## src/rtl/pcdr_pkg.sv

```systemverilog
// Package of constants for the preamble impulse response diagnostic register group.
//
// Overview of operation
// RULE_01 - Channel area, 17 unsigned bits, sits at bits 16:0 of offset 0x2C.
// RULE_02 - Magnitude one sample after first path, 22 bits, offset 0x30.
// RULE_03 - Magnitude two samples after first path, 22 bits, offset 0x34.
// RULE_04 - Bits above each field are reserved and read as zero.
// RULE_05 - Registers update after analysis only while minimal diagnostics bit is clear.
// RULE_06 - Values are valid once analysis complete flag is set; software waits. The flag also sets while the minimal bit is set, beside held old values.
// RULE_07 - All three registers are 32-bit read-only; writes change nothing.
// RULE_08 - Values hold until next qualifying analysis; reads have no side effect.
package pcdr_pkg;

   // ----------------------------------------------------------------------
   // Register map
   // ----------------------------------------------------------------------
   localparam int          ADDR_W                     = 8;
   localparam int          DATA_W                     = 32;
   localparam logic [7:0]  OFS_PREAMBLE_CHANNEL_AREA  = 8'h2C;
   localparam logic [7:0]  OFS_FIRST_PATH_PLUS_ONE    = 8'h30;
   localparam logic [7:0]  OFS_FIRST_PATH_PLUS_TWO    = 8'h34;
   localparam logic [7:0]  OFS_ANALYSIS_STATUS        = 8'h3C;

   // ----------------------------------------------------------------------
   // Field layout
   // ----------------------------------------------------------------------
   localparam int          AREA_W                     = 17;
   localparam int          MAG_W                      = 22;
   localparam int          STATUS_DONE_BIT            = 0;
   localparam int          STATUS_MINIMAL_DIAGNOSTICS_BIT_BIT         = 1;

   // ----------------------------------------------------------------------
   // Reset values
   // ----------------------------------------------------------------------
   localparam logic [16:0] RST_AREA                   = 17'h00000;
   localparam logic [21:0] RST_MAG                    = 22'h000000;
   localparam logic [31:0] RST_RDATA                  = 32'h00000000;

endpackage : pcdr_pkg

```

## src/rtl/pcdr_sync.sv

```systemverilog
// Two-flop synchroniser for one level from outside the clock domain.
`timescale 1ns/1ns
`default_nettype none
module pcdr_sync
(
   input  wire logic i_clk_sys,
   input  wire logic i_rst_n,
   input  wire logic i_async,
   output logic      o_sync
);
   logic meta_ff;
   logic sync_ff;

   always_ff @(posedge i_clk_sys or negedge i_rst_n)
   begin
      if (!i_rst_n)
      begin
         meta_ff <= 1'b0;
         sync_ff <= 1'b0;
      end
      else
      begin
         meta_ff <= i_async;
         sync_ff <= meta_ff;
      end
   end

   assign o_sync = sync_ff;
endmodule : pcdr_sync
`default_nettype wire

```

## src/rtl/pcdr_capture.sv

```systemverilog
// Holding register for one diagnostic field, loaded on a qualified strobe.
`timescale 1ns/1ns
`default_nettype none
module pcdr_capture
#(
   parameter int W = 22
)
(
   input  wire logic         i_clk_sys,
   input  wire logic         i_rst_n,
   input  wire logic         i_load,
   input  wire logic [W-1:0] i_value,
   output logic      [W-1:0] o_value
);
   logic [W-1:0] value_ff;
   logic [W-1:0] nxt_value;

   always_comb
   begin
      nxt_value = value_ff;
      if (i_load)
      begin
         nxt_value = i_value; // RULE_08
      end
   end

   always_ff @(posedge i_clk_sys or negedge i_rst_n)
   begin
      if (!i_rst_n)
      begin
         value_ff <= '0;
      end
      else
      begin
         value_ff <= nxt_value;
      end
   end

   assign o_value = value_ff;
endmodule : pcdr_capture
`default_nettype wire

```

## src/rtl/pcdr_regs.sv

```systemverilog
// Top of the preamble impulse response diagnostic register group.
`timescale 1ns/1ns
`default_nettype none
module pcdr_regs
(
   input  wire logic                        i_clk_sys,
   input  wire logic                        i_rst_n,
   // Host register port.
   input  wire logic [pcdr_pkg::ADDR_W-1:0] i_addr,
   input  wire logic [pcdr_pkg::DATA_W-1:0] i_wdata,
   input  wire logic                        i_wr,
   input  wire logic                        i_rd,
   output logic      [pcdr_pkg::DATA_W-1:0] o_rdata,
   // Analyser result port, same clock.
   input  wire logic                        i_result_valid,
   input  wire logic [pcdr_pkg::AREA_W-1:0] i_channel_area_value,
   input  wire logic [pcdr_pkg::MAG_W-1:0]  i_fp_next_sample_mag,
   input  wire logic [pcdr_pkg::MAG_W-1:0]  i_fp_second_sample_mag,
   input  wire logic                        i_analysis_start,
   // Configuration bit from the analyser configuration register.
   input  wire logic                        i_minimal_diagnostics_bit,
   output logic                             o_analysis_complete_flag
);

   // ----------------------------------------------------------------------
   // Configuration crossing
   // ----------------------------------------------------------------------
   // The configuration bit may come from a block on another clock, so it is
   // synchronised; its value matters at the analysis result strobe and in bit 1 of the status word.
   logic minimal_diagnostics_bit_sync;

   pcdr_sync u_sync
   (
      .i_clk_sys (i_clk_sys),
      .i_rst_n   (i_rst_n),
      .i_async   (i_minimal_diagnostics_bit),
      .o_sync    (minimal_diagnostics_bit_sync)
   );

   // ----------------------------------------------------------------------
   // Capture of analysis results
   // ----------------------------------------------------------------------
   logic                        load_results;
   logic [pcdr_pkg::AREA_W-1:0] area_q;
   logic [pcdr_pkg::MAG_W-1:0]  mag1_q;
   logic [pcdr_pkg::MAG_W-1:0]  mag2_q;

   assign load_results = i_result_valid && !minimal_diagnostics_bit_sync; // RULE_05

   pcdr_capture #(.W(pcdr_pkg::AREA_W)) u_area
   (
      .i_clk_sys (i_clk_sys),
      .i_rst_n   (i_rst_n),
      .i_load    (load_results),
      .i_value   (i_channel_area_value),
      .o_value   (area_q)
   );

   pcdr_capture #(.W(pcdr_pkg::MAG_W)) u_mag1
   (
      .i_clk_sys (i_clk_sys),
      .i_rst_n   (i_rst_n),
      .i_load    (load_results),
      .i_value   (i_fp_next_sample_mag),
      .o_value   (mag1_q)
   );

   pcdr_capture #(.W(pcdr_pkg::MAG_W)) u_mag2
   (
      .i_clk_sys (i_clk_sys),
      .i_rst_n   (i_rst_n),
      .i_load    (load_results),
      .i_value   (i_fp_second_sample_mag),
      .o_value   (mag2_q)
   );

   // ----------------------------------------------------------------------
   // Analysis complete flag
   // ----------------------------------------------------------------------
   // The flag rises on every result strobe, but the fields load in that edge only
   // while the synchronised minimal bit is clear, so a set flag may sit beside old
   // values. A new analysis start clears it; a result in the same cycle as a start wins.
   logic done_ff;
   logic nxt_done;

   always_comb
   begin
      nxt_done = done_ff;
      if (i_analysis_start)
      begin
         nxt_done = 1'b0;
      end
      if (i_result_valid)
      begin
         nxt_done = 1'b1; // RULE_06
      end
   end

   always_ff @(posedge i_clk_sys or negedge i_rst_n)
   begin
      if (!i_rst_n)
      begin
         done_ff <= 1'b0;
      end
      else
      begin
         done_ff <= nxt_done;
      end
   end

   assign o_analysis_complete_flag = done_ff;

   // ----------------------------------------------------------------------
   // Read word packing
   // ----------------------------------------------------------------------
   // Reserved bits above each field are forced to zero in one place, so a
   // change of field width touches only the width constant of the package.
   function automatic logic [pcdr_pkg::DATA_W-1:0] pack_area
   (
      input logic [pcdr_pkg::AREA_W-1:0] field
   );
      logic [pcdr_pkg::DATA_W-1:0] word;
      word                       = '0;
      word[pcdr_pkg::AREA_W-1:0] = field; // RULE_04
      return word;
   endfunction : pack_area

   function automatic logic [pcdr_pkg::DATA_W-1:0] pack_mag
   (
      input logic [pcdr_pkg::MAG_W-1:0] field
   );
      logic [pcdr_pkg::DATA_W-1:0] word;
      word                      = '0;
      word[pcdr_pkg::MAG_W-1:0] = field; // RULE_04
      return word;
   endfunction : pack_mag

   function automatic logic [pcdr_pkg::DATA_W-1:0] pack_status
   (
      input logic done,
      input logic minimal
   );
      logic [pcdr_pkg::DATA_W-1:0] word;
      word                               = '0;
      word[pcdr_pkg::STATUS_DONE_BIT]    = done;
      word[pcdr_pkg::STATUS_MINIMAL_DIAGNOSTICS_BIT_BIT] = minimal;
      return word;
   endfunction : pack_status

   // ----------------------------------------------------------------------
   // Register words
   // ----------------------------------------------------------------------
   logic [pcdr_pkg::DATA_W-1:0] word_area;
   logic [pcdr_pkg::DATA_W-1:0] word_mag1;
   logic [pcdr_pkg::DATA_W-1:0] word_mag2;
   logic [pcdr_pkg::DATA_W-1:0] word_status;

   assign word_area   = pack_area(area_q); // RULE_01
   assign word_mag1   = pack_mag(mag1_q); // RULE_02
   assign word_mag2   = pack_mag(mag2_q); // RULE_03
   assign word_status = pack_status(done_ff, minimal_diagnostics_bit_sync);

   // ----------------------------------------------------------------------
   // Read decode
   // ----------------------------------------------------------------------
   // Writes are accepted and ignored: every register here is read-only.
   logic [pcdr_pkg::DATA_W-1:0] rdata_ff;
   logic [pcdr_pkg::DATA_W-1:0] nxt_rdata;

   always_comb
   begin
      nxt_rdata = pcdr_pkg::RST_RDATA;
      if (i_rd)
      begin
         unique case (i_addr)
            pcdr_pkg::OFS_PREAMBLE_CHANNEL_AREA:
            begin
               nxt_rdata = word_area; // RULE_01 RULE_04
            end
            pcdr_pkg::OFS_FIRST_PATH_PLUS_ONE:
            begin
               nxt_rdata = word_mag1; // RULE_02 RULE_04
            end
            pcdr_pkg::OFS_FIRST_PATH_PLUS_TWO:
            begin
               nxt_rdata = word_mag2; // RULE_03 RULE_04
            end
            pcdr_pkg::OFS_ANALYSIS_STATUS:
            begin
               nxt_rdata = word_status;
            end
            default:
            begin
               nxt_rdata = pcdr_pkg::RST_RDATA;
            end
         endcase
      end
   end

   always_ff @(posedge i_clk_sys or negedge i_rst_n)
   begin
      if (!i_rst_n)
      begin
         rdata_ff <= pcdr_pkg::RST_RDATA;
      end
      else
      begin
         rdata_ff <= nxt_rdata; // RULE_07 RULE_08
      end
   end

   assign o_rdata = rdata_ff;

   // i_wdata and i_wr have no effect by design.
   logic unused_wr;
   assign unused_wr = i_wr ^ (^i_wdata);

endmodule : pcdr_regs
`default_nettype wire

```

## config.mk

```make
export PLATFORM = sky130hd
export DESIGN_NAME = pcdr_regs
export DESIGN_NICKNAME = d
export VERILOG_FILES = /design/src/rtl/pcdr_pkg.sv /design/src/rtl/pcdr_sync.sv /design/src/rtl/pcdr_capture.sv /design/src/rtl/pcdr_regs.sv
export SDC_FILE = /design/constraint.sdc
export NUM_CORES = 1
export LEC_CHECK = 0
export BUFFER_PORTS_ARGS = -buffer_cell sky130_fd_sc_hd__buf_2
export CORE_ASPECT_RATIO = 1.4
export CORE_MARGIN = 4
export CORE_UTILIZATION = 45
export CTS_CLUSTER_SIZE = 8
export DETAILED_ROUTE_END_ITERATION = 7
export PLACE_DENSITY_LB_ADDON = 0.15
export REMOVE_ABC_BUFFERS = 1
export SETUP_SLACK_MARGIN = 0.3
export SLEW_MARGIN = 20
export SYNTH_ARGS = -nofsm -noshare
export SYNTH_HDL_FRONTEND = slang
export SYNTH_SLANG_ARGS = --single-unit
```

## constraint.sdc

```tcl
create_clock -name i_clk_sys -period 3.5 [get_ports i_clk_sys]
set_input_delay 0.175 -clock i_clk_sys [delete_from_list [all_inputs] [get_ports i_clk_sys]]
set_output_delay 0.175 -clock i_clk_sys [all_outputs]
set_load 0.02 [all_outputs]
```

; Word level (Yosys, flattened, before mapping)
; Cells that the tools add are included.
[totals]
reg_bits = 96
input_bits = 108
output_inout_bits = 33
elab_cells = 18
[op_classes]
n_eq_ne = 4
n_mux = 4
n_reduce_logical = 3
[op_table]
columns = cell, n
row1 = $pmux W22 S4, 1
row2 = $eq A8 B6 Y1 const B, 4
row3 = $mux W22, 1
row4 = $mux W1, 2
row5 = $reduce_bool A2 Y1, 1
row6 = $logic_and A1 B1 Y1, 1
row7 = $logic_not A1 Y1, 1

; Logic depth before layout (Yosys ltp)
; Gate-level depths: netlist of the first run.
[depth]
depth_word = 3
mapped_depth = 6
depth_no_buf = 3

; Hierarchy
; Synthesis of the first run repeated with hierarchy kept, for this count alone.
[hier_totals]
hier_cells = 245
area_unflattened_um2 = 3666.0
[by_module_without_submodules]
columns = mod, instances, cells_per_inst, area_per_inst_um2, seq_area_each_um2
row1 = pcdr_capture at u_mag1 ..., 2, 46, 820.8, 550.5
row2 = pcdr_regs, 1, 115, 1288.7, 575.6
row3 = pcdr_capture at u_area, 1, 36, 685.7, 425.4
row4 = pcdr_sync, 1, 2, 50.0, 50.0

; Least setup slack after synthesis of the first run
; OpenSTA, ideal clock, no wires.
[synth_path]
path_type = register to register
startpoint = register u_sync.sync_ff (netlist: u_sync.o_sync)
endpoint = register u_area.value_ff[0] (netlist: u_area.o_value[0])
setup_time_ps = 125
t_arrival_ps = 1093
required_ps = 3375
setup_slack_ps = 2282
stages_incl_launch_ff = 5
n_path_buf = 2
synth_period_minus_slack_ps = 1218
path_cell_list = dfrtp_1 nor2b_1 buf_2 buf_4 mux2_2
[synth_via]
elab_chain_cells = 2
[synth_rtl]
columns = item, line
row1 = start: declaration, pcdr_sync.sv:12  ; logic sync_ff;
row2 = start signal: assignment, pcdr_sync.sv:24  ; sync_ff <= meta_ff;
row3 = $logic_not A1 Y1, pcdr_regs.sv:48  ; assign load_results = i_result_valid && !minimal_diagnostics_bit_sync;
row4 = $logic_and A1 B1 Y1, pcdr_regs.sv:48
row5 = end signal: assignment, pcdr_capture.sv:35  ; value_ff <= nxt_value;
row6 = end: declaration, pcdr_capture.sv:15  ; logic [W-1:0] value_ff;
; Every way passes these cells.
; A chain may end at the register's enable or synchronous reset.

; Worst setup path in the final report of the first run
[layout_path]
startpoint = input port i_result_valid
endpoint = register u_area.value_ff[7] (netlist: u_area.o_value[7])
[layout_via]
elab_chain_cells = 1
[layout_rtl]
columns = item, line
row1 = start: declaration, pcdr_regs.sv:15  ; input wire logic i_result_valid,
row2 = $logic_and A1 B1 Y1, pcdr_regs.sv:48
; Every way passes these cells.

==> reports/metrics.csv, run 1 <==
stage,metric,value,unit
status,status,finished clean,
logic_synthesis,Synth warnings,0,
drt,WL final,7870,um
setup_path,crit path kind,in -> reg,
drt,TritonRoute pass-1 iters,4,
setup_path,CP required,3.74,ns
pwr,pwr dens,475,mW/mm^2
placement,placed insts,443,
placement,gpl congestion,0.703,
pwr,leakage,1.99,nW
drt,Routed Antenna Nets,0,
global_routing,grt ovf,0,
layout,Area Overhead vs Synth,17.9,%
timing,clk_skew,0.00492,ns
logic_synthesis,ys flop type,dfrtp_1,
setup_path,Critical Path Sink Type,register,
floorplanning,Die Y-Extent,115,um
floorplanning,# rows,38,
pwr,Int Pwr,1.56,mW
logic_synthesis,Synth Area per Inst,13.9,um^2
drt,routed len/inst,17.0,um
pwr,Reg power frac,0.560,
timing,final count of hold timing violations,0,
pwr,VDD IR max,0.309,mV
cts,post-CTS sizing,0,
setup_path,Critical Path Source Type,primary input,
logic_synthesis,post-synthesis async set-or-reset flop share,1.00,
layout,Layout Cells excl Fill,462,
setup_path,reg2reg start,u_sync.o_sync$_DFF_PN0_,
timing,Final setup viols,0,
drt,drt first-iter violations,87,
run,max-capacitance violation count,0,
layout,Filler cells,722,
setup_path,FF-to-FF setup slack,1.59,ns
cts,CTS sink count,86,
timing,relative slew slack,0.410,
layout,Inserted Diodes,0,
setup_path,Worst Setup EP,u_area.o_value[7]$_DFFE_PN0P_,
pwr,clock network power share,0.311,
pwr,Comb power frac,0.128,
logic_synthesis,"Distinct cells, synth",26,
cts,H-tree Lvls,3,
global_routing,largest net degree at the start of global routing,67,
drt,DRC,0,
cts,later-pin clock latency in the skew report,0.35,ns
layout,"most common cell after layout, fill and taps aside",buf_2,
global_routing,initial antenna violation count,0,
cts,TritonCTS Buffers,9,
setup_path,FF-to-FF path depth,3,
timing,Max Fclk,502,MHz
setup_path,critical path startpoint,i_result_valid,
cts,clock root buffer,clkbuf_8,
setup_path,CP max FO,33,
layout,final core utilization,0.552,
layout,Nets,465,
timing,"Min Clock Period, post-route",1.99,ns
global_routing,vias in the first global route,2505,
global_routing,GRT Resource Usage Total,0.170,
placement,port buffer count,97,
timing,Slew Limit Fails,0,
drt,Via density,5.05,
logic_synthesis,number of synthesized flops with an enable pin,0,
cts,CTS tree,built,
logic_synthesis,sequential share of the synthesized area,0.586,
layout,most frequent cells in the layout,"buf_2, dfrtp_1, mux2_2",
layout,layout cells sized above 1,0.519,
pwr,Switching Fraction,0.240,
pwr,sw power,0.494,mW
logic_synthesis,Gate Count Post-Synth,264,
floorplanning,Die W,84.4,um
layout,design area,0.00433,mm^2
cts,Clock Path Buffers,2,
worst_hold_path,Worst Hold Class,in -> reg,
cts,Worst-path clk slew,0.08,ns
setup_path,Reg-to-Reg End,u_area.o_value[7]$_DFFE_PN0P_,
floorplanning,IO Count,141,
drt,Vias,2334,
floorplanning,die area,0.00970,mm^2
timing,Final period util,0.569,
timing,RSZ-0062 raised after global routing,false,
logic_synthesis,post-synthesis cell area,0.00367,mm^2
timing,slew of the pin with the lowest slew margin,0.883,ns
logic_synthesis,Yosys reg bits,86,
global_routing,first-pass GRT wire length,12700,um
floorplanning,core area,0.00785,mm^2
setup_path,"Arr. time, crit path",2.23,ns
placement,dpl cell area,0.00412,mm^2
placement,hpwl dp,5040,um
floorplanning,Initial Utilization,0.468,
## through the flow
step                      power (mW)  setup TNS, ns  worst slack (ns)  hold slack (ns)
after floorplan                 1.32          -9.66            -0.158           -0.121
after global placement          1.43              0              1.56            0.301
after CTS                       2.09              0              1.53           0.0323
after detailed placement        1.44              0              1.48            0.302
after global routing            2.17              0              1.45           0.0265
final                           2.06              0              1.51           0.0506
## cell type report
class	instances	area, um^2	area share
sequential	86	2150	0.497
multi-input combinational	157	1330	0.306
timing repair buffer	102	546	0.126
clock buffer	16	180	0.0416
tap	100	125	0.0289
inverter	1	3.75	0.000866
## flip-flops by register name (all words and copies together), names as in the netlist
register,flops
o_analysis_complete_flag,1
o_rdata,22
u_area.o_value,17
u_mag1.o_value,22
u_mag2.o_value,22
u_sync.meta_ff,1
u_sync.o_sync,1
## worst min-delay path by stage
| stage | cells past startpoint | slack (ns) | end | startpoint |
|---|---|---|---|---|
| 2_1_floorplan | 0 | -0.12 | o_analysis_complete_flag$_DFFE_PN0P_ | i_rst_n |
| 3_3_place_gp | 1 | 0.30 | u_sync.meta_ff$_DFF_PN0_ | i_minimal_diagnostics_bit |
| 3_5_place_dp | 1 | 0.30 | u_sync.meta_ff$_DFF_PN0_ | i_minimal_diagnostics_bit |
| 4_1_cts | 2 | 0.03 | u_mag2.o_value[17]$_DFFE_PN0P_ | i_fp_second_sample_mag[17] |
| 5_1_grt | 2 | 0.03 | u_mag2.o_value[8]$_DFFE_PN0P_ | i_fp_second_sample_mag[8] |
| 6_report | 2 | 0.05 | u_mag2.o_value[3]$_DFFE_PN0P_ | i_fp_second_sample_mag[3] |
## cells by family after synthesis
family                 count (synthesis)  synth area share
flip-flops                            86             0.586
AND/OR/NAND/NOR                       59             0.103
buffers and inverters                 30            0.0657
other                                  1           0.00102
AO/OA/AOI/OAI                         18            0.0317
multiplexers                          70             0.213
## critical path, stage by stage
cell and delay, ns:
dlygate4sd3_1 0.53, buf_2 0.11, nor2b_4 0.72, buf_12 0.29
mux2_2 0.36
## Yosys cell counts (2+ instances only)
cell      number  area [um^2]
clkbuf_1       2         7.51
nand3_2        8         80.1
a22oi_1        2         15.0
mux2i_1        5         50.1
buf_6          6         67.6
buf_2          3         15.0
nor2_1         2         7.51
mux2_2        65          732
dfrtp_1       86         2150
nand3_1        8         40.0
nand3b_1      15          113
nor3_1         5         25.0
nand2_1       15         56.3
a31oi_1       15         93.8
buf_4         16          120
## per-layer routing
metal  wire (um)  share of wire  track usage
met3         536          0.068       0.0588
met1        3240           0.41        0.210
met4         105          0.013       0.0539
met2        3990           0.51        0.283
met5           0              0            0
## timing repair
action	CTS	global route
endpoints found under the hold margin	67	0
buffers inserted	0	0
hold buffers	3	0
## power by group through the flow
stage	Combinational (mW)	Clock, mW	Sequential, mW
after floorplan	0.165	0	1.16
after global placement	0.257	0	1.17
after global routing	0.292	0.711	1.17
after CTS	0.269	0.666	1.15
final	0.264	0.640	1.15
after detailed placement	0.266	0	1.17
Power figures use the tool's default switching activity.
==> run 2: changes to the inputs <==
- ABC_AREA: default -> 1
- clock period: 3.5 -> 2 ns (I/O delays scaled with it)
==> run 2 against run 1 <==
  * Register-to-register slack lost 1.1 ns
  * Combinational power grew 130%
  * Worst hold slack lost 0.044 ns
==> reports/metrics.csv, run 2 <==
stage,metric,value,unit,change
timing,relative slew slack,0.652,,+0.242
logic_synthesis,Gate Count Post-Synth,336,,+27%
cts,Clock Path Buffers,2,,unchanged
setup_path,CP max stage delay,0.37,ns,-0.35 ns
logic_synthesis,Yosys reg bits,86,,unchanged
cts,CTS tree,built,,
placement,gpl congestion,0.729,,+3.6%
layout,Inserted Diodes,0,,unchanged
cts,CTS sink count,86,,unchanged
logic_synthesis,"count leader, synth",nand2_1,,
global_routing,initial antenna violation count,0,,unchanged
placement,hpwl dp,5590,um,+11%
logic_synthesis,Synth area leader,dfrtp_1,,
logic_synthesis,post-synthesis async set-or-reset flop share,1.00,,unchanged
pwr,VDD IR max,0.538,mV,+74%
setup_path,critical path buffer and inverter count,1,,-2
layout,Filler cells,719,,-0.42%
logic_synthesis,Synth Area per Inst,11.9,um^2,-15%
placement,port buffer count,97,,unchanged
worst_hold_path,Worst Hold Class,in -> reg,,
drt,Via density,4.57,,-9.6%
cts,H-tree Lvls,3,,unchanged
run,max-capacitance violation count,0,,unchanged
drt,routed len/inst,14.4,um,-15%
timing,Final period util,0.745,,
timing,clk_skew,0.00508,ns,+0.000155 ns
setup_path,"Arr. time, crit path",1.71,ns,-0.52 ns
logic_synthesis,Synth warnings,0,,unchanged
logic_synthesis,post-synthesis cell area,0.00399,mm^2,+8.7%
layout,Area Overhead vs Synth,32.9,%,
global_routing,GRT Resource Usage Total,0.179,,+0.00912
floorplanning,die area,0.0105,mm^2,+8.0%
setup_path,Worst path depth,3,,-2
setup_path,CP top delay family,multiplexers,,
cts,clock root buffer,clkbuf_16,,
global_routing,gr busiest metal,met2,,
logic_synthesis,Compound-Gate Fraction of Synth Area,0.00752,,-0.0241
floorplanning,Die Y-Extent,119,um,+4.0%
logic_synthesis,number of synthesized flops with an enable pin,0,,unchanged
setup_path,crit path kind,reg -> reg,,
global_routing,grt ovf,0,,unchanged
global_routing,first-pass GRT wire length,14200,um,+11%
logic_synthesis,largest family of logic cells by synthesized area,multiplexers,,
logic_synthesis,post-synthesis adder-cell area fraction,0,,unchanged
cts,Worst-path clk slew,0.06,ns,-0.02 ns
layout,"most common cell after layout, fill and taps aside",buf_2,,
timing,Slew Limit Fails,0,,unchanged
timing,"Min Clock Period, post-route",1.49,ns,
timing,Post-Route Setup TNS,0,ns,unchanged
cts,TritonCTS Buffers,9,,unchanged
logic_synthesis,sequential share of the synthesized area,0.539,,-0.0468
logic_synthesis,share of the synthesized area in the top cell type,0.539,,-0.0468
global_routing,GR Layer Usage met1,0.218,,+0.00816
setup_path,Critical Path Sink Type,register,,
logic_synthesis,XOR/XNOR share of the synthesized area,0,,unchanged
worst_hold_path,WHS Path Cells,2,,unchanged
global_routing,GRT met2 Usage,0.304,,+0.0213
drt,Routed Antenna Nets,0,,unchanged
cts,later-pin clock latency in the skew report,0.34,ns,about the same
timing,slew of the pin with the lowest slew margin,0.520,ns,-0.362 ns
setup_path,CP max-delay cell,mux2_2,,
drt,drt first-iter violations,105,,+21%
timing,Max Fclk,672,MHz,
layout,final core utilization,0.617,,+0.0642
global_routing,GR Layer Usage met3,0.0353,,-0.0235
setup_path,FF-to-FF path depth,3,,unchanged
global_routing,vias in the first global route,2902,,+16%
drt,DRC,0,,unchanged
floorplanning,Initial Utilization,0.464,,-0.00447
global_routing,largest net degree at the start of global routing,35,,-48%
timing,Final setup viols,0,,unchanged
drt,Vias,2739,,+17%
logic_synthesis,"Distinct cells, synth",20,,-23%
drt,WL final,8660,um,+10%
logic_synthesis,ys flop type,dfrtp_1,,
logic_synthesis,most instantiated cells after synthesis,"nand2_1, dfrtp_1, mux2_4, inv_1, nor2_1",,
setup_path,Critical Path Source Type,register,,
timing,final count of hold timing violations,0,,unchanged
floorplanning,# rows,40,,+5.3%
pwr,leakage,2.90,nW,+46%
setup_path,CP max FO,34,,+3.0%
floorplanning,core area,0.00861,mm^2,+9.7%
layout,Nets,599,,+29%
floorplanning,Die W,87.6,um,+3.8%
logic_synthesis,simple-gate share of the synthesized area,0.136,,+0.0325
layout,layout cells sized above 1,0.374,,-0.146
status,status,finished clean,,
setup_path,crit-path cells,or2_4 -> buf_12 -> mux2_2,,
logic_synthesis,ranking of synthesized cells by area,"dfrtp_1, mux2_4, nand2_1, buf_12, inv_1",,
timing,RSZ-0062 raised after global routing,false,,
floorplanning,IO Count,141,,unchanged
drt,TritonRoute pass-1 iters,4,,unchanged
pwr,pwr dens,779,mW/mm^2,+64%
layout,most frequent cells in the layout,"buf_2, nand2_1, dfrtp_1",,
logic_synthesis,mux cell area share after synthesis,0.228,,+0.0156
setup_path,CP required,2.22,ns,-1.52 ns
[run 2: changes by cell type after synthesis, sizes merged, moves of 15 or more]
cell	change
nand2	+76
inv	+26
nor2	+19
a31oi	-15
nand3b	-15
[run 2: path summary, 6_finish.rpt]
path                                                 start                             end  slack [ns]
worst min-delay path            i_fp_second_sample_mag[15]  u_mag2.o_value[15]$_DFFE_PN0P_       0.007
min in group asynchronous                          i_rst_n           o_rdata[21]$_DFF_PN0_        0.23
worst max-delay path               u_sync.o_sync$_DFF_PN0_   u_area.o_value[7]$_DFFE_PN0P_        0.51
worst min register to register    u_sync.meta_ff$_DFF_PN0_         u_sync.o_sync$_DFF_PN0_        0.35
worst max register to register     u_sync.o_sync$_DFF_PN0_   u_area.o_value[7]$_DFFE_PN0P_        0.51
max in group asynchronous                          i_rst_n   u_mag2.o_value[3]$_DFFE_PN0P_        1.08
[run 2: timing repair]
action,in CTS,in global routing
hold endpoints to repair,81,0
gates resized for setup,0,0
hold buffers,56,0
buffers inserted,0,0
[run 2: final cells by class]
cell class                 count  area (um^2)  area share
clock buffer                  11          243      0.0457
clock inverter                 4         23.8     0.00448
inverter                      27          101      0.0191
multi-input combinational    208         1530       0.288
sequential                    86         2150       0.405
tap                          105          131      0.0247
timing repair buffer         159         1130       0.213
[run 2: metal layers]
layer / routed length, um / vias to the layer above
met5: 0 / -
met4: 189 / 0
met3: 381 / 15
met2: 4520 / 68
met1: 3560 / 1304
li1: - / 1352
[run 2: cell families after synthesis]
logic type	after synthesis
simple gates	131
flops	86
mux	61
buf+inv	51
compound gates	6
other cells	1
[run 2: power by group]
part           switching, mW  internal, mW  total, mW
Combinational          0.205         0.398      0.603
Sequential             0.105          1.93       2.03
Clock                  0.637         0.863       1.50
Total                  0.947          3.19       4.14
[run 2: through the flow]
stage | std cells | area, um^2 | power, mW | hold slack [ns] | worst slack, ns
final | 600 | 5310 | 4.14 | 0.00692 | 0.511
after global routing | 600 | 5310 | 4.32 | 0.00580 | 0.455
after CTS | 600 | 5310 | 4.19 | 0.0000872 | 0.508
after detailed placement | 529 | 4480 | 2.58 | 0.0664 | 0.523
after global placement | 529 | 4480 | 2.56 | 0.0591 | 0.525
after floorplan | 321 | 3770 | 2.40 | -0.196 | -1.03
